File: config.mk
export PLATFORM = sky130hd
export DESIGN_NAME = power_on_reset_io_guard
export DESIGN_NICKNAME = d
export VERILOG_FILES = /design/src/supply_seq_pkg.sv /design/src/power_on_reset_io_guard.sv
export SDC_FILE = /design/constraint.sdc
export NUM_CORES = 1
export LEC_CHECK = 0
export ABC_AREA = 1
export BUFFER_PORTS_ARGS = -buffer_cell sky130_fd_sc_hd__buf_2
export CORE_MARGIN = 8
export CORE_UTILIZATION = 60
export CTS_CLUSTER_SIZE = 10
export DETAILED_ROUTE_END_ITERATION = 16
export PLACE_DENSITY = 0.8
export SLEW_MARGIN = 20
export SYNTH_ARGS = -nofsm -noshare
export SYNTH_HDL_FRONTEND = slang
export SYNTH_SLANG_ARGS = --single-unit
File: constraint.sdc
create_clock -name sys_clk -period 2.3 [get_ports sys_clk]
set_input_delay 0.345 -clock sys_clk [delete_from_list [all_inputs] [get_ports sys_clk]]
set_output_delay 0.345 -clock sys_clk [all_outputs]
set_load 0.03 [all_outputs]
File: src/supply_seq_pkg.sv
// Package for the power-on reset and I/O guard sequencer.
// Assumes a 200 MHz free-running timebase and synchronous supply-good inputs.
package supply_seq_pkg;

    localparam int CLK_MHZ        = 200;
    localparam int IO_BANK_COUNT  = 8;
    localparam int DELAY_LONG_MS  = 100;
    localparam int DELAY_SHORT_MS = 12;
    localparam int RISE_MAX_MS    = 100;
    localparam int CYCLES_PER_MS  = CLK_MHZ * 1000;
    localparam int DELAY_LONG_CYC  = DELAY_LONG_MS * CYCLES_PER_MS;
    localparam int DELAY_SHORT_CYC = DELAY_SHORT_MS * CYCLES_PER_MS;
    localparam int RISE_MAX_CYC    = RISE_MAX_MS * CYCLES_PER_MS;
    localparam int COUNT_W         = 25;

    typedef enum logic [2:0] {
        ST_RAMP,
        ST_DELAY,
        ST_CONFIG,
        ST_USER,
        ST_STALLED
    } seq_state_t;

    // Supply-good indications grouped as they arrive from the level monitors
    typedef struct packed {
        logic                     core_supply;
        logic                     predriver_supply;
        logic [IO_BANK_COUNT-1:0] io_bank_supply;
    } supply_good_t;

    // Per-pin output-buffer request from core logic
    typedef struct packed {
        logic drive;
        logic pad_above_io;
    } pin_req_t;

endpackage

File: src/power_on_reset_io_guard.sv
// Power-on reset sequencer with supply-low output guard.
// Assumes supply-good and pad-compare inputs are already synchronous to sys_clk.
//
// What this block does
// The supply-low guard is asserted whenever any core, I/O bank or pre-driver supply is low.
// While the guard is asserted every user output buffer is forced off.
// Configuration-complete, chain-enable-out and status pins are not gated by the guard.
// User I/O stays tristated from power-up until user mode is entered.
// Outputs stay off if the pad is above the I/O supply; I/O supply up before core holds them off only for the first cycle of user mode.
// The device is held in reset until all monitored supplies have stabilised.
// Configuration starts only once all eight bank supplies, pre-driver and core are good.
// In user mode a core supply sag resets the device.
// A reset sequence is produced only if supplies come up within the 100 ms rise limit.
// The delay-select pin low gives a 100 ms delay, high gives 12 ms.
// The delay-select level is sampled each time the supplies go good in the ramp state, and then held.
// A brown-out returns the sequencer to its initial state so the whole sequence repeats.
`timescale 1ns/1ps

module power_on_reset_io_guard
    import supply_seq_pkg::*;
#(
    parameter int DELAY_LONG  = DELAY_LONG_CYC,
    parameter int DELAY_SHORT = DELAY_SHORT_CYC,
    parameter int RISE_MAX    = RISE_MAX_CYC
) (
    input  wire logic         sys_clk,
    input  wire logic         reset,
    input  wire supply_good_t supply_good,
    input  wire logic         reset_delay_select,
    input  wire logic         config_done,
    input  wire pin_req_t     user_pin_req,
    input  wire logic         config_complete_pin_drive,
    input  wire logic         chain_enable_out_pin_drive,
    input  wire logic         config_status_pin_drive,
    output logic              supply_low_guard,
    output logic              device_reset,
    output logic              config_start,
    output logic              user_mode,
    output logic              user_pin_oe_n,
    output logic              config_complete_pin_oe_n,
    output logic              chain_enable_out_pin_oe_n,
    output logic              config_status_pin_oe_n
);

    seq_state_t         state;
    seq_state_t         next_state;
    logic [COUNT_W-1:0] count;
    logic [COUNT_W-1:0] next_count;
    logic               delay_sel;
    logic               next_delay_sel;
    logic               core_seen;
    logic               next_core_seen;
    logic               io_first;
    logic               next_io_first;
    logic               all_good;
    logic               any_io_good;
    logic               guard;
    logic               next_user_oe_n;
    logic               next_cfg_oe_n;
    logic               next_chain_oe_n;
    logic               next_stat_oe_n;
    logic               next_device_reset;
    logic               next_config_start;
    logic               next_user_mode;

    function automatic logic [COUNT_W-1:0] to_count(input int value);
        return value[COUNT_W-1:0];
    endfunction

    assign all_good    = supply_good.core_supply & supply_good.predriver_supply
                         & (&supply_good.io_bank_supply);
    assign any_io_good = |supply_good.io_bank_supply;
    assign guard       = ~all_good;

    // Sequencer: ramp watch, delay, configuration, user mode
    always_comb begin
        next_state     = state;
        next_count     = count;
        next_delay_sel = delay_sel;
        unique case (state)
            ST_RAMP: begin
                if (all_good) begin
                    next_state     = ST_DELAY;
                    next_delay_sel = reset_delay_select;
                    next_count     = '0;
                end else if (count >= to_count(RISE_MAX - 1)) begin
                    next_state = ST_STALLED;
                end else begin
                    next_count = count + 1'h1;
                end
            end
            ST_DELAY: begin
                if (!all_good) begin
                    next_state = ST_RAMP;
                    next_count = '0;
                end else if (count >= (delay_sel ? to_count(DELAY_SHORT - 1)
                                                 : to_count(DELAY_LONG - 1))) begin
                    next_state = ST_CONFIG;
                end else begin
                    next_count = count + 1'h1;
                end
            end
            ST_CONFIG: begin
                if (!all_good) begin
                    next_state = ST_RAMP;
                    next_count = '0;
                end else if (config_done) begin
                    next_state = ST_USER;
                end
            end
            ST_USER: begin
                if (!supply_good.core_supply || !all_good) begin
                    next_state = ST_RAMP;
                    next_count = '0;
                end
            end
            ST_STALLED: begin
                // Supplies too slow: no sequence until a full power cycle drops all good
                if (!supply_good.core_supply && !any_io_good && !supply_good.predriver_supply) begin
                    next_state = ST_RAMP;
                    next_count = '0;
                end
            end
            default: begin
                next_state = ST_RAMP;
                next_count = '0;
            end
        endcase
    end

    // Order watch: I/O bank up while core still down keeps outputs off until user mode has lasted one cycle.
    // Core seen is kept until reset, so a bank that stays up through a brown-out
    // is not treated as having come up first.
    always_comb begin
        next_core_seen = core_seen | supply_good.core_supply;
        next_io_first  = io_first;
        if (any_io_good && !core_seen && !supply_good.core_supply) begin
            next_io_first = 1'h1;
        end
        if (next_state == ST_RAMP && state != ST_RAMP) begin
            next_io_first = 1'h0;
        end
        if (state == ST_USER && next_state == ST_USER) begin
            next_io_first = 1'h0;
        end
    end

    // Pin enables, active low; registered so the pads never glitch
    always_comb begin
        next_user_oe_n  = 1'h1;
        if (next_state == ST_USER && !guard && !next_io_first
            && user_pin_req.drive && !user_pin_req.pad_above_io) begin
            next_user_oe_n = 1'h0;
        end
        next_cfg_oe_n   = ~config_complete_pin_drive;
        next_chain_oe_n = ~chain_enable_out_pin_drive;
        next_stat_oe_n  = ~config_status_pin_drive;
    end

    // Status outputs follow the next state so they move on the same edge as the state
    always_comb begin
        next_device_reset = (next_state != ST_CONFIG) && (next_state != ST_USER);
        next_config_start = (next_state == ST_CONFIG);
        next_user_mode    = (next_state == ST_USER);
    end

    // Sequencer state; the rise timer and the reset delay share one counter
    always_ff @(posedge sys_clk or posedge reset) begin
        if (reset) begin
            state     <= ST_RAMP;
            count     <= '0;
            delay_sel <= 1'h0;
        end else begin
            state     <= next_state;
            count     <= next_count;
            delay_sel <= next_delay_sel;
        end
    end

    // Supply order memory
    always_ff @(posedge sys_clk or posedge reset) begin
        if (reset) begin
            core_seen <= 1'h0;
            io_first  <= 1'h0;
        end else begin
            core_seen <= next_core_seen;
            io_first  <= next_io_first;
        end
    end

    // Pad enables start off, so no pad drives before the first clock edge
    always_ff @(posedge sys_clk or posedge reset) begin
        if (reset) begin
            user_pin_oe_n             <= 1'h1;
            config_complete_pin_oe_n  <= 1'h1;
            chain_enable_out_pin_oe_n <= 1'h1;
            config_status_pin_oe_n    <= 1'h1;
        end else begin
            user_pin_oe_n             <= next_user_oe_n;
            config_complete_pin_oe_n  <= next_cfg_oe_n;
            chain_enable_out_pin_oe_n <= next_chain_oe_n;
            config_status_pin_oe_n    <= next_stat_oe_n;
        end
    end

    // Status outputs; reset shows the device held with the guard up
    always_ff @(posedge sys_clk or posedge reset) begin
        if (reset) begin
            supply_low_guard <= 1'h1;
            device_reset     <= 1'h1;
            config_start     <= 1'h0;
            user_mode        <= 1'h0;
        end else begin
            supply_low_guard <= guard;
            device_reset     <= next_device_reset;
            config_start     <= next_config_start;
            user_mode        <= next_user_mode;
        end
    end

endmodule // power_on_reset_io_guard

==> metrics.md <==
| Metric | Value |
|---|---|
| Clock Sinks | 39 |
| Met2 WL | between 3000 and 4000 µm |
| Synth cell types | 38 |
| Startpoint types | register |
| VDD IR max | 0.477 mV |
| EDFF count, synth | 0 |
| ANT cells | 0 |
| H-tree depth | 2 |
| Non-Filler Instances | approximately 590 |
| Die footprint | 7810 µm² |
| Crit path DAT | 2.30 ns |
| Post-synth top area share | about a quarter |
| Number of global-route vias before repair | around 3200 |
| WL met1 | 3430 µm |
| Final Wtd Congestion | 0.966 |
| Worst Path Max Fanout | 32 |
| Starting density of the core | about three fifths |
| Commonest cells in the netlist | nand2_1 (126), inv_1 (70), nor2_1 (59) |
| Final Max Slew Viols | 0 |
| Initial antenna violation count | 0 |
| CP required | between 2 and 2.5 ns |
| Placed insts | 575 |
| PortBufs | 26 |
| Post-DP HPWL | 6190 µm |
| Hold Path Class | primary input to async pin |
| First-pass GRT wire length | approximately 14000 µm |
| Prevailing post-synth register cell | dfrtp_1 |
| #FFs+latches synth | 39 |
| Post-layout nets | approximately 540 |
| Area grow syn2layout | 12.4% |
| Clock Skew | 0.00536 ns |
| CTS Buf Count | 5 |
| Fmax | approximately 0.47 GHz |
| Syn avg cell area | approximately 6.6 µm² |
| Fillcell total | 452 |
| CTS tree | done |
| Count leader, synth | nand2_1 |
| CORE AREA | between 5000 and 6000 µm² |
| Max Buffers Root-to-Sink | 2 |
| P per Cell Area | approximately 560 nW/µm² |
| Final WL | about 8000 µm |
| Slew @ Worst Pin | 0.422 ns |
| Highest routed layer | met4 |
| First-pass DRT Iterations | 5 |
| Die Width | 88.4 µm |
| Mapped Cells | 477 |
| Worst skew pair latency | roughly 0.3 ns |
| Wire per inst | 13.8 µm |
| Io pins | 27 |
| Final hold violations | 0 |
| Synthesized cell area | 3140 µm² |
| Gr usage total | between 20% and 30% |
| CP dominant cell by count | nand2_1 |
| Post-synth top area cell | dfrtp_1 |
| Setup violators final | 0 |
| Worst path slowest cell | dfrtp_2 |
| Reg clk slew, reported paths | around 0.08 ns |
| Critical path cell sequence | inv_2 > ha_1 > nand2_1 > nor2_1 > o21ai_1 > nand2_1 > nand2_1 > nand3_2 > a21boi_4 > nand3_4 > buf_12 > nand2_1 > o21ai_1 |
| Final period utilization | between 90% and 100% |
| Row cnt | 26 |
| DRC viols | 0 |
| Layout cells sized above 1 | between 10% and 20% |
| Antenna viol nets, final | 0 |
| Top cells by area, synth | dfrtp_1 (26%), nand2_1 (15%), inv_1 (8.4%) |
| Clock period minus final worst setup slack | ~2.1 ns |
| Yosys warning count | 0 |
| Seq/Total Area, Yosys | 31.3% |
| Vias/cell | approximately 5.5 |
| Grt ovf | 0 |
| Unrepaired setup endpoints after global routing | no |
| Pleak | about 0.0018 µW |
| WS Path Type | register to register |
| CTS root buf | clkbuf_8 |
| Largest net degree at the start of global routing | 33 |
| Die extent in y | 88.4 µm |
| Crit. End Element | register |
| Outcome | finished, final reports clean |
| Async SR Flop Fraction | 100% |
| Vias | between 3000 and 4000 |
| Worst slew margin | 71.8% |
| Number of DRC markers in iteration 0 | approximately 230 |
| Setup TNS | 0 ns |
| Max stage delay on crit path | 0.46 ns |
| Syn Nets | 505 |
| DR WL met3 | about 430 µm |
| Max-cap viol count | 0 |
kinds of logic (layout without fill, tap and decap cells):
logic type	after synthesis	in the layout	share of synthesized area [%]
xor gates and xnor gates	14	14	3.90
adders and majority gates	9	9	3.58
buffers and inverters	91	129	12.0
DFF	39	39	31.3
AOI/OAI and AO/OA	54	54	10.1
and+or+nand+nor	270	270	39.1
stage by stage:
stage / power [µW] / area, µm² / util (%) / worst slack, ns / hold slack, ns
2_1_floorplan: 1330 / 3140 / - / 0.400 / 0.371
3_3_place_gp: 1460 / 3390 / 66.8 / 0.196 / 0.395
3_5_place_dp: 1480 / 3390 / 66.8 / 0.0747 / 0.403
4_1_cts: 2000 / 3490 / 68.8 / 0.0475 / 0.0798
5_1_grt: 2130 / 3530 / 69.6 / 0.0346 / 0.112
6_report: 2000 / 3530 / 69.6 / 0.191 / 0.0748
repair_timing:
| item | 4_1_cts | 5_1_grt |
|---|---|---|
| hold buffers | 0 | 0 |
| endpoints found under the setup margin | 0 | 25 |
| buffers inserted | 0 | 2 |
| gates resized for setup | 0 | 7 |
power by group:
part	internal [µW]	leakage, µW	switching (µW)
clock network	274	0.0000515	246
logic	222	0.00127	359
registers	770	0.000472	126
layout by cell type (no fill, tap or decap), types with 2 or more instances in the layout:
master      n
xnor2_1     2
inv_1      69
nand2_1   126
or2_2       2
ha_1        8
nor3_1      7
clkbuf_8    7
buf_4      15
nor2_4      2
nand2_2     4
nor2_1     59
inv_2       9
dfrtp_1    32
nand3_1    41
o21ai_1    25
buf_2      26
o21ai_0     9
nor2_2      3
nand4_1    16
xor2_1     12
nor4_1      2
nand3_2     2
dfstp_2     6
nand3_4     2
o31ai_1     8
a21oi_1     6
worst max-delay path: cells and delay by family (launching register included):
| kind | cells | cell delay (ns) |
|---|---|---|
| buf+inv | 2 | 0.28 |
| simple gates | 7 | 0.63 |
| compound gates | 3 | 0.37 |
| fa+ha+maj | 1 | 0.24 |
| flops | 1 | 0.46 |
metal layers:
layer	vias up	global-route usage, %
li1	1593	-
met1	1488	26.9
met2	110	37.7
met3	26	3.34
met4	0	13.2
met5	-	0
final cells by class:
class | count | area (µm²) | area share [%]
multi-input cells | 347 | 1800 | 50.8
flip-flops and latches | 39 | 985 | 27.9
inverters | 78 | 293 | 8.28
repair buffers | 43 | 274 | 7.75
clock buffers | 8 | 100 | 2.83
well taps | 70 | 87.6 | 2.48
sequential cells by signal, summed over array words and instances, names as in the netlist:
signal,cells
user_mode,1
io_first,1
config_complete_pin_oe_n,1
user_pin_oe_n,1
state,3
config_start,1
core_seen,1
device_reset,1
chain_enable_out_pin_oe_n,1
config_status_pin_oe_n,1
count,25
delay_sel,1
supply_low_guard,1
final timing paths:
path	from	end	slack, ns	cells after the start
min in group sys_clk	config_complete_pin_drive	config_complete_pin_oe_n	0.14	2
worst min-delay path	reset	count[15]	0.07	3
worst min register to register	core_seen	core_seen	0.48	1
max in group asynchronous	reset	device_reset	1.94	3
worst max register to register	delay_sel	count[3]	0.19	13
worst max-delay path	delay_sel	count[3]	0.19	13
Power figures use the tool's default switching activity.
